File: src/logic/rees_map.svh
`ifndef REES_MAP_SVH
`define REES_MAP_SVH

// apb byte offsets
`define REES_ADDR_CTRL 8'h00
`define REES_ADDR_RUNEN_SEL 8'h04
`define REES_ADDR_ESTOP_SEL 8'h08
`define REES_ADDR_FRST_SEL 8'h0C
`define REES_ADDR_ESTOP_TIME 8'h10
`define REES_ADDR_STATUS 8'h14
`define REES_ADDR_FLAGS 8'h18

// control register bits (write-only pulses)
`define REES_CTRL_START 0
`define REES_CTRL_STOP 1

// selector register layout
`define REES_SEL_CODE_LSB 0
`define REES_SEL_CODE_MSB 3
`define REES_SEL_WORD_LSB 4
`define REES_SEL_WORD_MSB 5
`define REES_SEL_BIT_LSB 6
`define REES_SEL_BIT_MSB 9

// selector reset values: run enable high and stop inactive, fault reset idle
`define REES_RUNEN_SEL_RST 10'h00B
`define REES_ESTOP_SEL_RST 10'h00B
`define REES_FRST_SEL_RST 10'h00A
`define REES_ESTOP_TIME_RST 16'h03E8

// status register fields
`define REES_STAT_STATE_LSB 0
`define REES_STAT_STATE_MSB 1
`define REES_STAT_RUNEN 2
`define REES_STAT_ESTOP 3
`define REES_STAT_FAULT 4
`define REES_STAT_RAMP 5
`define REES_STAT_COAST 6
`define REES_STAT_REMAIN_LSB 16

// sticky flags, write one to clear
`define REES_FLAG_REFUSED 0
`define REES_FLAG_LOCKED 1

// fieldbus control word bit that carries run enable
`define REES_CW_RUNEN_BIT 7

// emergency stop time unit and clock period
`define REES_ESTOP_UNIT_NS 1000000
`define REES_CLK_PERIOD_NS 25

`endif

File: src/logic/rees_pkg.sv
package rees_pkg;

  typedef enum logic [3:0] {
    SRC_IN_ONE = 4'h0,
    SRC_IN_TWO = 4'h1,
    SRC_IN_THREE = 4'h2,
    SRC_IN_FOUR = 4'h3,
    SRC_IN_FIVE = 4'h4,
    SRC_IN_SIX = 4'h5,
    SRC_BIDIR_FOUR = 4'h6,
    SRC_BIDIR_FIVE = 4'h7,
    SRC_BIDIR_SIX = 4'h8,
    SRC_FIELDBUS = 4'h9,
    SRC_CONST_LOW = 4'hA,
    SRC_CONST_HIGH = 4'hB,
    SRC_POINTER = 4'hC
  } rees_src_t;

  typedef enum logic [1:0] {
    PTR_INPUTS = 2'b00,
    PTR_BIDIR = 2'b01,
    PTR_FIELDBUS = 2'b10,
    PTR_DRIVE = 2'b11
  } rees_ptr_t;

  typedef enum logic [1:0] {
    ST_IDLE = 2'b00,
    ST_RUN = 2'b01,
    ST_ESTOP = 2'b10
  } rees_state_t;

endpackage

File: src/logic/rees_top.sv
// Notes on behaviour
// - a selector register picks the single source of the run enable interlock
// - run enable high permits running; low refuses start and coasts a running drive
// - run enable and emergency stop selector writes are rejected while the drive runs; old setting kept
// - plain inputs one to six come from input status bits 0 to 5
// - bidirectional four to six come from bidirectional status bits 3 to 5
// - run enable may take bit 7 of the fieldbus control word
// - each selector also takes a constant or a bit pointer to any status bit
// - a second selector picks the emergency stop; low means stop active
// - emergency stop ramps the drive down over the configured stop time
// - fault reset source rising edge clears fault once its cause is gone
`timescale 1ns/1ps
`include "rees_map.svh"
module rees_top
#(
  parameter int MS_CYCLES = `REES_ESTOP_UNIT_NS / `REES_CLK_PERIOD_NS
)
(
  input wire logic clk,
  input wire logic rst,
  input wire logic psel,
  input wire logic penable,
  input wire logic pwrite,
  input wire logic [7:0] paddr,
  input wire logic [31:0] pwdata,
  output logic [31:0] prdata,
  output logic pready,
  output logic pslverr,
  input wire logic [5:0] digitalInputPins,
  input wire logic [5:0] bidirIoPins,
  input wire logic [15:0] fieldbusControlWordSource,
  input wire logic faultCause,
  output logic modulatorOn,
  output logic coastStop,
  output logic emergencyRampActive,
  output logic faultActive
);
  import rees_pkg::*;

  ////////////////////////////////////////////////////////////////////////////
  // pin synchronisers

  logic [5:0] diMeta_ff;
  logic [5:0] diSync_ff;
  logic [5:0] dioMeta_ff;
  logic [5:0] dioSync_ff;

  always_ff @(posedge clk or posedge rst)
  begin
    if (rst)
    begin
      diMeta_ff <= 6'h00;
      diSync_ff <= 6'h00;
      dioMeta_ff <= 6'h00;
      dioSync_ff <= 6'h00;
    end
    else
    begin
      diMeta_ff <= digitalInputPins;
      diSync_ff <= diMeta_ff;
      dioMeta_ff <= bidirIoPins;
      dioSync_ff <= dioMeta_ff;
    end
  end

  ////////////////////////////////////////////////////////////////////////////
  // registers and bus decode

  rees_state_t state_ff;
  rees_state_t nxt_state;
  logic [9:0] selReg_ff [0:2];
  logic [15:0] estopTime_ff;
  logic refused_ff;
  logic lockRej_ff;
  logic fault_ff;
  logic coast_ff;
  logic [31:0] prdata_ff;
  logic selBits [0:2];
  logic rampBusy;
  logic rampDone;
  logic [15:0] rampRemain;
  logic [15:0] driveStat;
  logic wrAcc;
  logic rdSetup;
  logic selHit;
  logic [1:0] selIdx;
  logic selBadCode;
  logic selLocked;
  logic unmapped;
  logic startPulse;
  logic stopPulse;
  logic startRefused;
  logic selRejected;
  logic runEnable;
  logic estopActive;
  logic frstPrev_ff;
  logic frstRise;

  assign wrAcc = psel && penable && pwrite;
  assign rdSetup = psel && !penable && !pwrite;

  always_comb
  begin
    selHit = 1'b1;
    selIdx = 2'h0;
    unmapped = 1'b0;
    if (paddr == `REES_ADDR_RUNEN_SEL)
      selIdx = 2'h0;
    else if (paddr == `REES_ADDR_ESTOP_SEL)
      selIdx = 2'h1;
    else if (paddr == `REES_ADDR_FRST_SEL)
      selIdx = 2'h2;
    else
    begin
      selHit = 1'b0;
      if (paddr != `REES_ADDR_CTRL && paddr != `REES_ADDR_ESTOP_TIME &&
          paddr != `REES_ADDR_STATUS && paddr != `REES_ADDR_FLAGS)
        unmapped = 1'b1;
    end
  end

  // fieldbus source is offered for run enable only
  assign selBadCode = (pwdata[`REES_SEL_CODE_MSB:`REES_SEL_CODE_LSB] > 4'hC) ||
    (selIdx != 2'h0 && pwdata[`REES_SEL_CODE_MSB:`REES_SEL_CODE_LSB] == 4'h9);
  assign selLocked = (state_ff != ST_IDLE) && (selIdx != 2'h2);
  assign selRejected = wrAcc && selHit && (selLocked || selBadCode);

  assign pready = 1'b1;
  assign pslverr = psel && penable && (unmapped || selRejected);
  assign prdata = prdata_ff;

  assign startPulse = wrAcc && paddr == `REES_ADDR_CTRL && pwdata[`REES_CTRL_START];
  assign stopPulse = wrAcc && paddr == `REES_ADDR_CTRL && pwdata[`REES_CTRL_STOP];

  always_ff @(posedge clk or posedge rst)
  begin
    if (rst)
    begin
      selReg_ff[0] <= `REES_RUNEN_SEL_RST;
      selReg_ff[1] <= `REES_ESTOP_SEL_RST;
      selReg_ff[2] <= `REES_FRST_SEL_RST;
    end
    else if (wrAcc && selHit && !selRejected)
      selReg_ff[selIdx] <= pwdata[9:0];
  end

  always_ff @(posedge clk or posedge rst)
  begin
    if (rst)
      estopTime_ff <= `REES_ESTOP_TIME_RST;
    else if (wrAcc && paddr == `REES_ADDR_ESTOP_TIME)
      estopTime_ff <= pwdata[15:0];
  end

  // sticky flags: a new event in the clearing cycle wins
  always_ff @(posedge clk or posedge rst)
  begin
    if (rst)
    begin
      refused_ff <= 1'b0;
      lockRej_ff <= 1'b0;
    end
    else
    begin
      if (startRefused)
        refused_ff <= 1'b1;
      else if (wrAcc && paddr == `REES_ADDR_FLAGS && pwdata[`REES_FLAG_REFUSED])
        refused_ff <= 1'b0;
      if (selRejected)
        lockRej_ff <= 1'b1;
      else if (wrAcc && paddr == `REES_ADDR_FLAGS && pwdata[`REES_FLAG_LOCKED])
        lockRej_ff <= 1'b0;
    end
  end

  always_ff @(posedge clk or posedge rst)
  begin
    if (rst)
      prdata_ff <= 32'h0000_0000;
    else if (rdSetup)
    begin
      if (paddr == `REES_ADDR_RUNEN_SEL)
        prdata_ff <= {22'h000000, selReg_ff[0]};
      else if (paddr == `REES_ADDR_ESTOP_SEL)
        prdata_ff <= {22'h000000, selReg_ff[1]};
      else if (paddr == `REES_ADDR_FRST_SEL)
        prdata_ff <= {22'h000000, selReg_ff[2]};
      else if (paddr == `REES_ADDR_ESTOP_TIME)
        prdata_ff <= {16'h0000, estopTime_ff};
      else if (paddr == `REES_ADDR_STATUS)
        prdata_ff <= {rampRemain, 9'h000, coast_ff, rampBusy, fault_ff,
          estopActive, runEnable, state_ff};
      else if (paddr == `REES_ADDR_FLAGS)
        prdata_ff <= {30'h0000_0000, lockRej_ff, refused_ff};
      else
        prdata_ff <= 32'h0000_0000;
    end
  end

  ////////////////////////////////////////////////////////////////////////////
  // source selectors: run enable, emergency stop, fault reset

  assign driveStat = {12'h000, fault_ff, coast_ff, state_ff};

  genvar gi;
  generate
    for (gi = 0; gi < 3; gi++)
    begin : g_sel
      rees_src_mux u_mux (
        .clk(clk),
        .rst(rst),
        .code(rees_src_t'(selReg_ff[gi][`REES_SEL_CODE_MSB:`REES_SEL_CODE_LSB])),
        .ptrWord(rees_ptr_t'(selReg_ff[gi][`REES_SEL_WORD_MSB:`REES_SEL_WORD_LSB])),
        .ptrBit(selReg_ff[gi][`REES_SEL_BIT_MSB:`REES_SEL_BIT_LSB]),
        .di(diSync_ff),
        .dio(dioSync_ff),
        .cw(fieldbusControlWordSource),
        .stat(driveStat),
        .selBit_ff(selBits[gi])
      );
    end
  endgenerate

  assign runEnable = selBits[0];
  assign estopActive = !selBits[1];

  ////////////////////////////////////////////////////////////////////////////
  // fault reset on a rising edge of its source

  assign frstRise = selBits[2] && !frstPrev_ff;

  always_ff @(posedge clk or posedge rst)
  begin
    if (rst)
    begin
      frstPrev_ff <= 1'b0;
      fault_ff <= 1'b0;
    end
    else
    begin
      frstPrev_ff <= selBits[2];
      if (faultCause)
        fault_ff <= 1'b1;
      else if (frstRise)
        fault_ff <= 1'b0;
    end
  end

  ////////////////////////////////////////////////////////////////////////////
  // drive run control

  rees_decel_ramp #(
    .MS_CYCLES(MS_CYCLES)
  ) u_ramp (
    .clk(clk),
    .rst(rst),
    .start(state_ff == ST_RUN && nxt_state == ST_ESTOP),
    .abort(state_ff == ST_ESTOP && nxt_state != ST_ESTOP && !rampDone),
    .timeMs(estopTime_ff),
    .busy_ff(rampBusy),
    .done_ff(rampDone),
    .remain_ff(rampRemain)
  );

  // a lost run enable always coasts, even out of an emergency ramp
  assign startRefused = (state_ff == ST_IDLE) && startPulse &&
    (!runEnable || estopActive || fault_ff);

  always_comb
  begin
    nxt_state = state_ff;
    case (state_ff)
      ST_IDLE:
        if (startPulse && !startRefused)
          nxt_state = ST_RUN;
      ST_RUN:
        if (!runEnable)
          nxt_state = ST_IDLE;
        else if (estopActive)
          nxt_state = ST_ESTOP;
        else if (stopPulse || fault_ff)
          nxt_state = ST_IDLE;
      ST_ESTOP:
        if (!runEnable || rampDone)
          nxt_state = ST_IDLE;
      default:
        nxt_state = ST_IDLE;
    endcase
  end

  always_ff @(posedge clk or posedge rst)
  begin
    if (rst)
      state_ff <= ST_IDLE;
    else
      state_ff <= nxt_state;
  end

  always_ff @(posedge clk or posedge rst)
  begin
    if (rst)
      coast_ff <= 1'b0;
    else if (state_ff != ST_IDLE && !runEnable)
      coast_ff <= 1'b1;
    else if (nxt_state == ST_RUN)
      coast_ff <= 1'b0;
  end

  assign modulatorOn = (state_ff != ST_IDLE);
  assign coastStop = coast_ff;
  assign emergencyRampActive = (state_ff == ST_ESTOP);
  assign faultActive = fault_ff;

  ////////////////////////////////////////////////////////////////////////////

  AST_START_REFUSED: assert property (@(posedge clk) disable iff (rst)
    (state_ff == ST_IDLE && startPulse && !runEnable)
    |=> (state_ff == ST_IDLE && refused_ff))
    else $error("start taken without run enable");

  AST_COAST_ON_LOSS: assert property (@(posedge clk) disable iff (rst)
    (state_ff == ST_RUN && !runEnable) |=> (state_ff == ST_IDLE && coast_ff))
    else $error("running drive did not coast on lost run enable");

  AST_SEL_LOCKED: assert property (@(posedge clk) disable iff (rst)
    (state_ff != ST_IDLE) |=> ($stable(selReg_ff[0]) && $stable(selReg_ff[1])))
    else $error("source selection changed while running");

  AST_ESTOP_STOPS: assert property (@(posedge clk) disable iff (rst)
    (state_ff == ST_RUN && estopActive) |=> (state_ff != ST_RUN))
    else $error("drive kept running with emergency stop active");

  AST_ESTOP_RAMP: assert property (@(posedge clk) disable iff (rst)
    (state_ff == ST_RUN && runEnable && estopActive)
    |=> (state_ff == ST_ESTOP && rampBusy && rampRemain == $past(estopTime_ff)))
    else $error("emergency ramp not started with the stop time");

  AST_FAULT_RESET: assert property (@(posedge clk) disable iff (rst)
    (fault_ff && frstRise && !faultCause) |=> !fault_ff)
    else $error("fault not cleared on reset edge");

  AST_RUNEN_LATENCY: assert property (@(posedge clk) disable iff (rst)
    (selReg_ff[0][3:0] == 4'hB) ##1 (selReg_ff[0][3:0] == 4'hB) |-> runEnable)
    else $error("run enable not updated one cycle after sampling");

endmodule

File: src/logic/rees_src_mux.sv
`timescale 1ns/1ps
`include "rees_map.svh"
module rees_src_mux
(
  input wire logic clk,
  input wire logic rst,
  input wire rees_pkg::rees_src_t code,
  input wire rees_pkg::rees_ptr_t ptrWord,
  input wire logic [3:0] ptrBit,
  input wire logic [5:0] di,
  input wire logic [5:0] dio,
  input wire logic [15:0] cw,
  input wire logic [15:0] stat,
  output logic selBit_ff
);
  import rees_pkg::*;

  logic [15:0] ptrData;
  logic nxt_selBit;
  logic [3:0] dioIdx;

  assign dioIdx = code - 4'h3;

  always_comb
  begin
    case (ptrWord)
      PTR_INPUTS: ptrData = {10'h000, di};
      PTR_BIDIR: ptrData = {10'h000, dio};
      PTR_FIELDBUS: ptrData = cw;
      default: ptrData = stat;
    endcase
  end

  always_comb
  begin
    case (code)
      SRC_IN_ONE, SRC_IN_TWO, SRC_IN_THREE,
      SRC_IN_FOUR, SRC_IN_FIVE, SRC_IN_SIX: nxt_selBit = di[code[2:0]];
      SRC_BIDIR_FOUR, SRC_BIDIR_FIVE, SRC_BIDIR_SIX: nxt_selBit = dio[dioIdx[2:0]];
      SRC_FIELDBUS: nxt_selBit = cw[`REES_CW_RUNEN_BIT];
      SRC_CONST_LOW: nxt_selBit = 1'b0;
      SRC_CONST_HIGH: nxt_selBit = 1'b1;
      SRC_POINTER: nxt_selBit = ptrData[ptrBit];
      default: nxt_selBit = 1'b0;
    endcase
  end

  // one sample per control cycle, seen by the drive logic on the next
  always_ff @(posedge clk or posedge rst)
  begin
    if (rst)
      selBit_ff <= 1'b0;
    else
      selBit_ff <= nxt_selBit;
  end

  ////////////////////////////////////////////////////////////////////////////

  AST_PLAIN_INPUT: assert property (@(posedge clk) disable iff (rst)
    (code <= SRC_IN_SIX) |=> (selBit_ff == $past(di[code[2:0]])))
    else $error("plain input not routed to selector output");

  AST_BIDIR_INPUT: assert property (@(posedge clk) disable iff (rst)
    (code >= SRC_BIDIR_FOUR && code <= SRC_BIDIR_SIX)
    |=> (selBit_ff == $past(dio[dioIdx[2:0]])))
    else $error("bidirectional input bit not routed");

  AST_FIELDBUS_BIT: assert property (@(posedge clk) disable iff (rst)
    (code == SRC_FIELDBUS) |=> (selBit_ff == $past(cw[`REES_CW_RUNEN_BIT])))
    else $error("fieldbus control word bit 7 not routed");

  AST_POINTER_BIT: assert property (@(posedge clk) disable iff (rst)
    (code == SRC_POINTER && ptrWord == PTR_FIELDBUS)
    |=> (selBit_ff == $past(cw[ptrBit])))
    else $error("bit pointer picked the wrong status bit");

endmodule

File: src/logic/rees_decel_ramp.sv
`timescale 1ns/1ps
module rees_decel_ramp
#(
  parameter int MS_CYCLES = 40000
)
(
  input wire logic clk,
  input wire logic rst,
  input wire logic start,
  input wire logic abort,
  input wire logic [15:0] timeMs,
  output logic busy_ff,
  output logic done_ff,
  output logic [15:0] remain_ff
);

  logic [31:0] tickCnt_ff;
  logic tick;

  assign tick = (tickCnt_ff == 32'(MS_CYCLES - 1));

  always_ff @(posedge clk or posedge rst)
  begin
    if (rst)
      tickCnt_ff <= 32'h0000_0000;
    else if (start || !busy_ff || tick)
      tickCnt_ff <= 32'h0000_0000;
    else
      tickCnt_ff <= tickCnt_ff + 32'h0000_0001;
  end

  // ramp length follows the stop time setting, one step per millisecond
  always_ff @(posedge clk or posedge rst)
  begin
    if (rst)
    begin
      busy_ff <= 1'b0;
      done_ff <= 1'b0;
      remain_ff <= 16'h0000;
    end
    else
    begin
      done_ff <= 1'b0;
      if (abort)
      begin
        busy_ff <= 1'b0;
        remain_ff <= 16'h0000;
      end
      else if (start)
      begin
        busy_ff <= 1'b1;
        remain_ff <= timeMs;
      end
      else if (busy_ff && remain_ff == 16'h0000)
      begin
        busy_ff <= 1'b0;
        done_ff <= 1'b1;
      end
      else if (busy_ff && tick)
        remain_ff <= remain_ff - 16'h0001;
    end
  end

  AST_RAMP_LOAD: assert property (@(posedge clk) disable iff (rst)
    (start && !abort) |=> (busy_ff && remain_ff == $past(timeMs)))
    else $error("stop ramp did not load the stop time");

endmodule

File: config.mk
export PLATFORM = sky130hd
export DESIGN_NAME = rees_top
export DESIGN_NICKNAME = d
export VERILOG_FILES = /design/src/logic/rees_pkg.sv /design/src/logic/rees_top.sv /design/src/logic/rees_src_mux.sv /design/src/logic/rees_decel_ramp.sv
export VERILOG_INCLUDE_DIRS = /design/src /design/src/logic
export SDC_FILE = /design/constraint.sdc
export NUM_CORES = 1
export LEC_CHECK = 0
export ABC_AREA = 1
export BUFFER_PORTS_ARGS = -buffer_cell sky130_fd_sc_hd__clkbuf_2
export CAP_MARGIN = 20
export CORE_ASPECT_RATIO = 0.8
export CORE_MARGIN = 3
export CORE_UTILIZATION = 53
export CTS_CLUSTER_SIZE = 40
export DETAILED_ROUTE_END_ITERATION = 10
export PLACE_DENSITY = 0.77
export SYNTH_ARGS = -nofsm -noshare
export SYNTH_HDL_FRONTEND = slang
export SYNTH_SLANG_ARGS = --single-unit
File: constraint.sdc
create_clock -name clk -period 5 [get_ports clk]
set_input_delay 0.5 -clock clk [delete_from_list [all_inputs] [get_ports clk]]
set_output_delay 0.5 -clock clk [all_outputs]
set_load 0.02 [all_outputs]
* Yosys cells after proc, flatten, opt, wreduce, memory -nomap -nowiden
Index checks and enable logic that the tools add are counted.
** Word-level totals
- Bits in registers :: 162
- Memories kept :: 0
- Bits of input ports :: 74
- ROM bits :: 0
- Memory bits (writable) :: 0
- Logic and storage cells :: 239
- Bits in latches :: 0
** Operators by class
- Add/subtract/negate cells :: 5
- Divide/modulo/power cells :: 0
- Multiplexer cells :: 68
- Equality and inequality tests :: 57
- Bitwise logic cells :: 1
- Shift-type cells :: 0
- Order comparisons :: 12
- Multiply operators :: 0
- Reductions and logical operators :: 74
** Operators with widths (count)
- 2-to-1 mux 32 bit :: 6
- one-hot mux 16 bit (3 select lines) :: 3
- 2-to-1 mux 16 bit :: 4
- == test 4 bit (second input constant) :: 13
- == test 4 x 3 -> 1 bit (second input constant) :: 12
- adder 32 x 1 -> 32 bit (second input constant) :: 1
- == test 32 x 16 -> 1 bit (second input constant) :: 1
- logical AND 1 bit :: 31
- bitwise mux 30 bit :: 1
- 2-to-1 mux 1 bit :: 30
- == test 4 x 2 -> 1 bit (second input constant) :: 6
- == test 8 x 5 -> 1 bit (second input constant) :: 3
- < comparator 3 x 4 -> 1 bit (second input constant) :: 6
- != test 8 x 5 -> 1 bit (second input constant) :: 3
- demux 10 bit (select 2 bit) :: 1
- binary-select mux 1 bit (select 3 bit) :: 6
- 2-to-1 mux 2 bit :: 9
- OR reduction 6 bit :: 3
- == test 8 x 4 -> 1 bit (second input constant) :: 2
- zero test 16 bit :: 1
- subtractor 16 x 1 -> 16 bit (second input constant) :: 1
- < comparator 4 x 5 -> 1 bit (second input constant) :: 3
- one-hot mux 1 bit (5 select lines) :: 3
- binary-select mux 1 bit (select 4 bit) :: 3
- other kinds (23) :: 65

* Longest topological paths before layout
Gate-level depths: netlist (run 1).
- Depth in word-level cells :: 15
- Depth in mapped cells :: 13

* Hierarchy
A second synthesis (run 1) with hierarchy kept.
** Unflattened totals
- Cell total of the unflattened synthesis :: 1450
- Area, all modules :: 10251.1 µm²
** By module, submodules not included
- rees_top :: seq. area each 2745.1 µm², times used 1, cells an instance 514, area each 4799.6 µm²
- rees_decel_ramp :: seq. area each 1251.2 µm², times used 1, cells an instance 483, area each 3274.4 µm²
- rees_src_mux :: seq. area each 25.0 µm², times used 3, cells an instance 151, area each 725.7 µm²

* Worst setup path after synthesis (run 1)
Ideal clock, no wire load.
- Path type :: input -> output
- Start point :: in paddr[1]
- End point :: out pslverr
- Stages :: 9
- Path slack :: 2877 ps
- Data arrival time :: 1623 ps
- Buffers on the path :: 0
- Cells stage by stage :: nor2_2 -> inv_2 -> nor3_2 -> nand2_1 -> inv_2 -> nor2_2 -> nor2_2 -> nand2_1 -> a21oi_1
** On the way
- Word-level cells in the longest chain between the ends :: 11
** RTL lines
- from (decl) :: line rees_top.sv:24 : input wire logic [7:0] paddr,
- == test 8 x 4 -> 1 bit (no source line)
- 2-to-1 mux 2 bit :: line rees_top.sv:111 : else if (paddr == `REES_ADDR_FRST_SEL)
- 2-to-1 mux 2 bit :: line rees_top.sv:109 : else if (paddr == `REES_ADDR_ESTOP_SEL)
- 2-to-1 mux 2 bit :: line rees_top.sv:107 : if (paddr == `REES_ADDR_RUNEN_SEL)
- nonzero test 2 bit :: line rees_top.sv:124 : (selIdx != 2'h0 && pwdata[`REES_SEL_CODE_MSB:`REES_SEL_CODE_LSB] == 4'h9);
- logical AND 1 bit :: line rees_top.sv:124
- logical OR 1 bit :: line rees_top.sv:123 : assign selBadCode = (pwdata[`REES_SEL_CODE_MSB:`REES_SEL_CODE_LSB] > 4'hC) ||
- logical OR 1 bit :: line rees_top.sv:126 : assign selRejected = wrAcc && selHit && (selLocked || selBadCode);
- logical AND 1 bit :: line rees_top.sv:126
- logical OR 1 bit * :: line rees_top.sv:129 : assign pslverr = psel && penable && (unmapped || selRejected);
- logical AND 1 bit * :: line rees_top.sv:129
- to (decl) :: line rees_top.sv:28 : output logic pslverr,
Every way passes the cells marked *; elsewhere a longest branch is shown, timed or not.

* Worst setup path after layout (run 1)
Same ends and word-level chain as after synthesis.

==> impl_metrics.ini, run 1 <==
[timing]
fin_skew_ns = 0.009915
rsz0062_at_grt = false
min_period_over_period = 0.5504
final_max_slew_viol_count = 0
setup_viol = 0
slew_headroom = 0.4054
hold_viol = 0
worst_pin_slew_ns = 0.8894
period_minus_slack_ns = 2.752
fmax_mhz = 363.4
timing.hold.ws_ns = 0.1657
finalSetupTns_ns = 0

[grt]
grt_pass1_vias = 7791
grt_use_total = 0.2769
grt_max_degree = 82
grt.overflow.total = 0
grt_pass1_wl_um = 41590
antenna_found_initial = 0

[layout]
mostFrequentLayoutCells = nand2_1, dfrtp_1, inv_1
fin_util = 0.6205
finalInstanceArea_sq_um = 10440
final_nets = 1393
insertedDiodeCount = 0
area.growth.synth_to_final_pct = 12.96
layout_commonest_cell = nand2_1
drive_gt1_frac = 0.1426

[placement]
place.gp.congestion = 0.9618
io_buffers = 94
place_hpwl_um = 19100
placed_area_sq_um = 9843

[floorplanning]
dieArea_sq_um = 19060
start_util = 0.5493
die_h_um = 124.1
pin_count = 112
rows = 42
chipWidth_um = 153.6
core-area_sq_um = 16820

[clock_tree]
cts_made_buffers = 17
ctsResizeCount = 0
post_cts_buffers = 0
postCtsHoldBufs = 0
cts-root-buf = clkbuf_16
cts-htree-levels = 4
clock_sinks = 162
tritoncts = yes
path_clk_slew_ns = 0.07
clock_latency_ns = 0.44
clock_path_buffers = 2

[yosys]
syn_area_sq_um = 9238
synthFlopType = dfrtp_1
synth_xor_xnor_area_share = 0.02939
synth-simple-area-share = 0.2913
synthCells = 1224
synth_compound_area_frac = 0.1360
yosysWarnings = 0
avgSynthCellArea_sq_um = 7.547
ys_async_sr_fraction = 1.000
synthesis.nets = 1312
synth_top_family_by_area = simple AND/OR/NAND/NOR gates
synth_adder_area_share = 0.01896
synth_mux_area_frac = 0.008533
synth-seq-cells = 162
ys_types = 49
synth_edf_count = 0
seq_area_frac_synth = 0.4407

[run_status]
status = completed

[detailed_routing]
wl_um = 26110
vias_per_cell = 5.643
route.detailed.drc = 0
first_iter_violations = 1114
ant_nets = 0
via_count = 8679
dr.pass1.iters = 6
wl_per_cell_um = 16.98

[job]
drv_cap = 0

[pwr]
switching_power_uw = 707.7
swShare = 0.2484
p_per_area_nw_per_um2 = 273.0
ir_worst_vdd_uv = 234.4
power_frac_clock = 0.467
seq_power_share = 0.477
p_leak_nw = 4.962
finalPower_mw = 2.849
p_int_mw = 2.141
p_comb_frac = 0.056

[min_path]
hold_class = in2async

[worst_setup_path]
crit_chain = clkbuf_2 -> nor2_2 -> inv_2 -> nor3_2 -> nand2_1 -> inv_2 -> nor2_2 -> nor2_2 -> nand2_1 -> a21oi_1 -> clkbuf_2
critPathMostFrequentCell = nor2_2
arrival_ns = 2.25
crit_path_max_incr_delay_ns = 0.28
critPathKind = in2out
crit_path_start_kind = input port
cp-end-kind = output port
critical-path-slowest-cell = inv_2
required_ns = 4.50
path_max_fanout = 12
## cell usage after synthesis (all sizes together) (6+ instances only)
cell type / number / area, sq um
buf: 21 / 122.6
mux2: 7 / 78.83
nor4: 10 / 68.81
a21oi: 64 / 324.1
nand3: 103 / 550.5
dfrtp: 148 / 3704
nand2: 316 / 1206
inv: 132 / 495.5
clkbuf: 16 / 60.06
o211ai: 19 / 156.4
xor2: 18 / 157.7
xnor2: 13 / 113.9
nor2: 131 / 529.3
dfstp: 14 / 367.9
o21ai: 113 / 580.6
ha: 14 / 175.2
o2111ai: 6 / 52.55
nand4: 19 / 125.1
o31ai: 6 / 45.04
nor3: 34 / 197.7
## final timing paths
| path | startpoint | end | slack (ns) | cells after the start |
|---|---|---|---|---|
| min in group clk | bidirIoPins[5] | dioMeta_ff[5] | 0.17 | 1 |
| max in group asynchronous | rst | frstPrev_ff | 3.70 | 3 |
| worst min register to register | diMeta_ff[3] | diSync_ff[3] | 0.35 | 0 |
| worst max-delay path | paddr[1] | pslverr | 2.25 | 11 |
| worst max register to register | u_ramp.remain_ff[0] | u_ramp.remain_ff[10] | 2.73 | 11 |
| worst min-delay path | rst | prdata[8] | 0.17 | 2 |
## worst max-delay path, delay by kind of cell
| kind | cells | cell delay, ns |
|---|---|---|
| AND/OR/NAND/NOR | 6 | 0.89 |
| AO/OA/AOI/OAI | 1 | 0.20 |
| buffers and inverters | 4 | 0.65 |
## through the flow
| stage | setup WS (ns) | instances |
|---|---|---|
| 4_1_cts | 2.273 | 1538 |
| 3_5_place_dp | 2.203 | 1506 |
| 5_1_grt | 2.103 | 1538 |
| 3_3_place_gp | 2.262 | 1506 |
| 2_1_floorplan | 0.1465 | 1224 |
| 6_report | 2.248 | 1538 |
## power groups by stage
stage	logic, mW	registers, mW	clock network [mW]
4_1_cts	0.158	1.36	1.34
3_3_place_gp	0.154	1.38	0
5_1_grt	0.177	1.36	1.40
3_5_place_dp	0.156	1.38	0
6_report	0.158	1.36	1.33
2_1_floorplan	0.0901	1.38	0
## kinds of logic after synthesis
group / count (synthesis)
AND/OR/NAND/NOR: 615
adder cells (fa/ha/maj): 14
XOR/XNOR: 31
AO/OA/AOI/OAI: 222
other: 1
flip-flops: 162
buffers and inverters: 172
multiplexers: 7
## layer usage
metal  vias up  wire length [um]  track usage
met5         -                 0            0
li1       4196                 -            -
met4         0               390      0.07281
met1      3998             12500       0.4306
met3        40              2599      0.06461
met2       445             10620       0.3869
## sequential cells by signal, indices dropped and copies added, names as in the netlist, 2 cells and up
| name | cells |
|---|---|
| u_ramp.tickCnt_ff | 32 |
| prdata | 32 |
| estopTime_ff | 16 |
| selReg_ff | 30 |
| diMeta_ff | 6 |
| state_ff | 2 |
| dioMeta_ff | 6 |
| g_sel.u_mux.selBit_ff | 3 |
| diSync_ff | 6 |
| dioSync_ff | 6 |
| u_ramp.remain_ff | 16 |
## cell type report
cell class | instances | area [sq um]
Sequential cell | 162 | 4071
Multi-Input combinational cell | 890 | 4477
Timing Repair Buffer | 99 | 508.0
Clock buffer | 19 | 442.9
Inverter | 135 | 511.7
Clock inverter | 13 | 148.9
Tap cell | 220 | 275.3
Fill cell | 1515 | 6381
(Power assumes the default switching activity.)
==> inputs of run 2 (changes only) <==
==> constraint.sdc (replaced) <==
create_clock -name clk -period 2.5 [get_ports clk]
set_input_delay 0.25 -clock clk [delete_from_list [all_inputs] [get_ports clk]]
set_output_delay 0.25 -clock clk [all_outputs]
set_load 0.02 [all_outputs]
==> impl_metrics.ini, run 2 (same netlist as run 1, synthesis figures left out) <==
[run_status]
status = completed

[layout]
area.growth.synth_to_final_pct = 15.17
layout_commonest_cell = nand2_1
final_nets = 1416
drive_gt1_frac = 0.1477
mostFrequentLayoutCells = nand2_1, dfrtp_1, inv_1
insertedDiodeCount = 0

[clock_tree]
ctsResizeCount = 0
clock_sinks = 162
clock_latency_ns = 0.43
cts-root-buf = clkbuf_16
post_cts_buffers = 0
cts-htree-levels = 4
clock_path_buffers = 2
cts_made_buffers = 17
tritoncts = yes
path_clk_slew_ns = 0.06

[timing]
setup_viol = 0
worst_pin_slew_ns = 0.8273
worst_slack_ns = 0.3338
fin_skew_ns = 0.009943
rsz0062_at_grt = false
fmax_mhz = 461.6
hold_viol = 0
final_max_slew_viol_count = 0
period_minus_slack_ns = 2.166
min_period_over_period = 0.8665
slew_headroom = 0.4485
finalSetupTns_ns = 0

[worst_setup_path]
critical-path-slowest-cell = dfrtp_1
setup.worst_path.start = u_ramp.remain_ff[1]
endpoint = u_ramp.remain_ff[1]
arrival_ns = 2.48
crit_chain = inv_1 -> ha_1 -> nand3_2 -> inv_1 -> nand3_1 -> nor2_1 -> nand2_1 -> nand3_4 -> nand2_4 -> nand2_1 -> o21ai_2
rr_startpoint = u_ramp.remain_ff[1]
critPathKind = reg2reg
rrSetupSlack_ns = 0.33
path_max_fanout = 25
cp-end-kind = flop
r2r_cells = 11
r2r_end = u_ramp.remain_ff[1]
required_ns = 2.81
crit_path_start_kind = flop
crit_path_max_incr_delay_ns = 0.38

[job]
drv_cap = 0

[floorplanning]
rows = 42
core-area_sq_um = 16820
pin_count = 112
chipWidth_um = 153.6
dieArea_sq_um = 19060
die_h_um = 124.1
start_util = 0.5493

[detailed_routing]
dr.pass1.iters = 6
wl_per_cell_um = 17.01
wl_um = 26560
route.detailed.drc = 0
via_count = 8863
vias_per_cell = 5.678
ant_nets = 0
first_iter_violations = 1136

[grt]
grt_use_total = 0.2822
grt.overflow.total = 0
grt_pass1_vias = 7905
grt_max_degree = 163
grt_pass1_wl_um = 42500
antenna_found_initial = 0

[placement]
place.gp.congestion = 0.9860
place_hpwl_um = 19430
pre_cts_ws_ns = 0.4592
io_buffers = 94

[pwr]
p_per_area_nw_per_um2 = 533.0
p_leak_nw = 5.058
ir_worst_vdd_uv = 480.8
finalPower_mw = 5.670

[min_path]
hold_class = in2reg
==> run 2: how the worst min path moves through the flow <==
stage | start | to | slack, ns | cells after the start
after global placement | dioMeta_ff[2] | dioSync_ff[2] | 0.33 | 0
after CTS | faultCause | faultActive | 0.03 | 2
final | faultCause | faultActive | 0.05 | 2
after global routing | pwdata[15] | estopTime_ff[15] | 0.05 | 2
after floorplan | digitalInputPins[0] | diMeta_ff[0] | 0.28 | 0
after detailed placement | diMeta_ff[2] | diSync_ff[2] | 0.33 | 0
==> run 2: final cells by class <==
cell class                      instances  area, sq um
Clock inverter                         13        148.9
Inverter                              135        510.5
Sequential cell                       162         4071
Clock buffer                           19        432.9
Tap cell                              220        275.3
Fill cell                            1498         6177
Multi-Input combinational cell        890         4477
Timing Repair Buffer                  122        723.2
==> run 2: critical path: cells and delay by family (launching register included) <==
family / cells / cell delay [ns]
compound gates: 1 / 0.06
fa+ha+maj: 1 / 0.22
buf+inv: 2 / 0.27
flops: 1 / 0.38
simple gates: 7 / 1.12
==> run 2: stage by stage <==
stage	hold WS [ns]	instances	instance area [sq um]	util
floorplan	0.2814	1224	9241	-
global placement	0.3321	1517	9937	0.5909
detailed placement	0.3347	1517	9937	0.5909
CTS	0.03350	1561	10640	0.6327
global route	0.05338	1561	10640	0.6327
finish	0.04746	1561	10640	0.6327
==> run 2: per-layer routing <==
layer / part of all wire / global-route usage / vias to the layer above
li1: - / - / 4247
met1: 0.48 / 0.4493 / 4141
met2: 0.41 / 0.3929 / 442
met3: 0.097 / 0.06495 / 33
met4: 0.013 / 0.05240 / 0
met5: 0 / 0 / -
==> run 2: power by group <==
group / internal [mW] / switching [mW] / leakage [nW]
registers: 2.67 / 0.0517 / 2.11
logic: 0.115 / 0.218 / 2.66
clock network: 1.49 / 1.13 / 0.281
total: 4.27 / 1.40 / 5.06
==> run 2: timing repair <==
item / CTS / global route
hold buffers: 12 / 0
setup endpoints to repair: 0 / 0
hold endpoints to repair: 12 / 0
==> inputs of run 3 (changes only) <==
--- a/config.mk
+++ b/config.mk
@@ -6,7 +6,6 @@
 export SDC_FILE = /design/constraint.sdc
 export NUM_CORES = 1
 export LEC_CHECK = 0
-export ABC_AREA = 1
 export BUFFER_PORTS_ARGS = -buffer_cell sky130_fd_sc_hd__clkbuf_2
 export CAP_MARGIN = 20
 export CORE_ASPECT_RATIO = 0.8
==> impl_metrics.ini, run 3 <==
[detailed_routing]
wl_um = 23420
via_count = 7444
route.detailed.drc = 0
first_iter_violations = 745
ant_nets = 0
dr.pass1.iters = 5
wl_per_cell_um = 19.18
vias_per_cell = 6.097

[timing]
hold_viol = 0
setup_viol = 0
worst_pin_slew_ns = 0.6730
rsz0062_at_grt = false
min_period_over_period = 0.9600
slew_headroom = 0.5514
period_minus_slack_ns = 2.400
fmax_mhz = 416.7
timing.hold.ws_ns = 0.05685
finalSetupTns_ns = 0
fin_skew_ns = 0.007945
final_max_slew_viol_count = 0

[min_path]
min-delay-start = pwdata[13]
min_to = estopTime_ff[13]
hold_depth = 2
hold_class = in2reg

[yosys]
yosys.area.top_type = dfrtp_1
synthTopCellsByCount = dfrtp_1, nand2_1, nor2_1
synthCells = 867
synthesis.nets = 955
synth_edf_count = 0
ys_async_sr_fraction = 1.000
synthFlopType = dfrtp_1
ys_types = 70
avgSynthCellArea_sq_um = 10.15
syn_area_sq_um = 8796
synthTopCellsByArea = dfrtp_1, mux2_2, dfstp_2
synth-seq-cells = 162
seq_area_frac_synth = 0.4629
synth_top_area_share = 0.4211
synth_most_common_cell = dfrtp_1
yosysWarnings = 0

[grt]
antenna_found_initial = 1
grt_pass1_vias = 7118
grt_pass1_wl_um = 37550
grt_use_total = 0.2660
grt_max_degree = 77
grt.overflow.total = 0

[layout]
insertedDiodeCount = 0
drive_gt1_frac = 0.2823
final_nets = 1081
mostFrequentLayoutCells = dfrtp_1, clkbuf_2, nand2_1
area.growth.synth_to_final_pct = 19.40
layout_commonest_cell = dfrtp_1

[clock_tree]
clock_path_buffers = 2
clock_latency_ns = 0.43
cts-htree-levels = 4
cts-root-buf = clkbuf_16
cts_made_buffers = 17
clock_sinks = 162
tritoncts = yes
path_clk_slew_ns = 0.07

[worst_setup_path]
cp-end-kind = flop
rr_startpoint = selReg_ff[1]
r2r_cells = 7
arrival_ns = 2.71
critPathKind = reg2reg
path_max_fanout = 2
rrSetupSlack_ns = 0.10
required_ns = 2.81
crit_path_start_kind = flop
r2r_end = g_sel[2].u_mux.selBit_ff

[pwr]
p_leak_nw = 4.576
switching_power_mw = 1.395
p_int_mw = 4.233
seq_power_share = 0.484
p_per_area_nw_per_um2 = 535.8
swShare = 0.2478
power_frac_clock = 0.449
ir_worst_vdd_uv = 524.3
p_comb_frac = 0.067

[floorplanning]
rows = 41
pin_count = 112
core-area_sq_um = 16010
die_h_um = 121.2
chipWidth_um = 150.0
start_util = 0.5496
dieArea_sq_um = 18190

[placement]
place.gp.congestion = 0.9209
place_hpwl_um = 16990
io_buffers = 94

[job]
drv_cap = 0

[run_status]
status = completed
run 3: changes by cell type after synthesis, moves of 13 or more:
cell / previous run / this run
buf_2: 17 / 2
mux2_2: 7 / 51
mux2i_1: 0 / 30
a21oi_1: 63 / 39
nor2_1: 122 / 78
inv_1: 125 / 29
o21ai_0: 73 / 44
nand3_1: 99 / 25
clkbuf_1: 16 / 42
mux4_2: 0 / 15
or3_1: 0 / 13
o21ai_1: 36 / 0
nand2_1: 312 / 79
a22o_1: 0 / 18
run 3: power by group through the flow:
stage          Combinational (mW)  Sequential (mW)  Clock, mW
2_1_floorplan               0.202             2.75          0
3_3_place_gp                0.348             2.77          0
3_5_place_dp                0.357             2.77          0
4_1_cts                     0.376             2.72       2.55
5_1_grt                     0.412             2.73       2.66
6_report                    0.377             2.73       2.52
run 3: area by class of cell:
type,count,area (sq um)
fillers,1270,5503
multi-input cells,624,4448
flip-flops and latches,162,4071
repair buffers,159,1031
clock buffers,18,439.2
well taps,215,269.0
clock inverters,14,131.4
inverters,29,112.6
run 3: cells by family after synthesis:
| family | synth area share |
|---|---|
| flip-flops | 0.4629 |
| AND/OR/NAND/NOR | 0.1697 |
| buffers and inverters | 0.03656 |
| multiplexers | 0.1378 |
| other | 0.0004263 |
| AO/OA/AOI/OAI | 0.1448 |
| XOR/XNOR | 0.02788 |
| adder cells (fa/ha/maj) | 0.01991 |
run 3: metal layers:
| metal | global-route usage | share of wire | up-vias |
|---|---|---|---|
| li1 | - | - | 3419 |
| met1 | 0.3892 | 0.45 | 3586 |
| met2 | 0.3806 | 0.42 | 390 |
| met3 | 0.08327 | 0.10 | 47 |
| met4 | 0.08057 | 0.023 | 2 |
| met5 | 0 | 0.00073 | - |
run 3: per-stage QoR:
step / std cells / utilization / power (mW) / worst slack, ns / cell area [sq um]
CTS: 1220 / 0.6551 / 5.653 / 0.004043 / 10490
floorplan: 867 / - / 2.956 / 0.01781 / 8822
global route: 1221 / 0.6562 / 5.802 / 0.003330 / 10500
finish: 1221 / 0.6562 / 5.627 / 0.1000 / 10500
global placement: 1174 / 0.6105 / 3.117 / 0.0003471 / 9771
detailed placement: 1174 / 0.6105 / 3.128 / -0.01950 / 9771
run 3: worst max-delay path by stage:
stage	depth (start not counted)	end	startpoint
after floorplan	7	g_sel[2].u_mux.selBit_ff	selReg_ff[1]
after CTS	7	g_sel[2].u_mux.selBit_ff	selReg_ff[1]
final	7	g_sel[2].u_mux.selBit_ff	selReg_ff[1]
after global routing	10	u_ramp.remain_ff[10]	u_ramp.remain_ff[0]
after global placement	7	g_sel[2].u_mux.selBit_ff	selReg_ff[1]
after detailed placement	7	g_sel[2].u_mux.selBit_ff	selReg_ff[1]
run 3: critical path, stage by stage, from the launching register on:
cell      delay (ns)
dfstp_2         0.54
inv_2           0.05
ha_4            0.26
mux4_2          0.48
a22o_1          0.20
and3_1          0.17
or4_4           0.42
o21bai_1        0.16
run 3: repair_timing:
item | in CTS | in global routing
endpoints found under the setup margin | 1 | 13
hold buffers | 14 | 0
resized for setup | 2 | 2
setup buffers | 0 | 1
hold endpoints to repair | 39 | 0
pin swaps | 0 | 3
cloned | 0 | 0
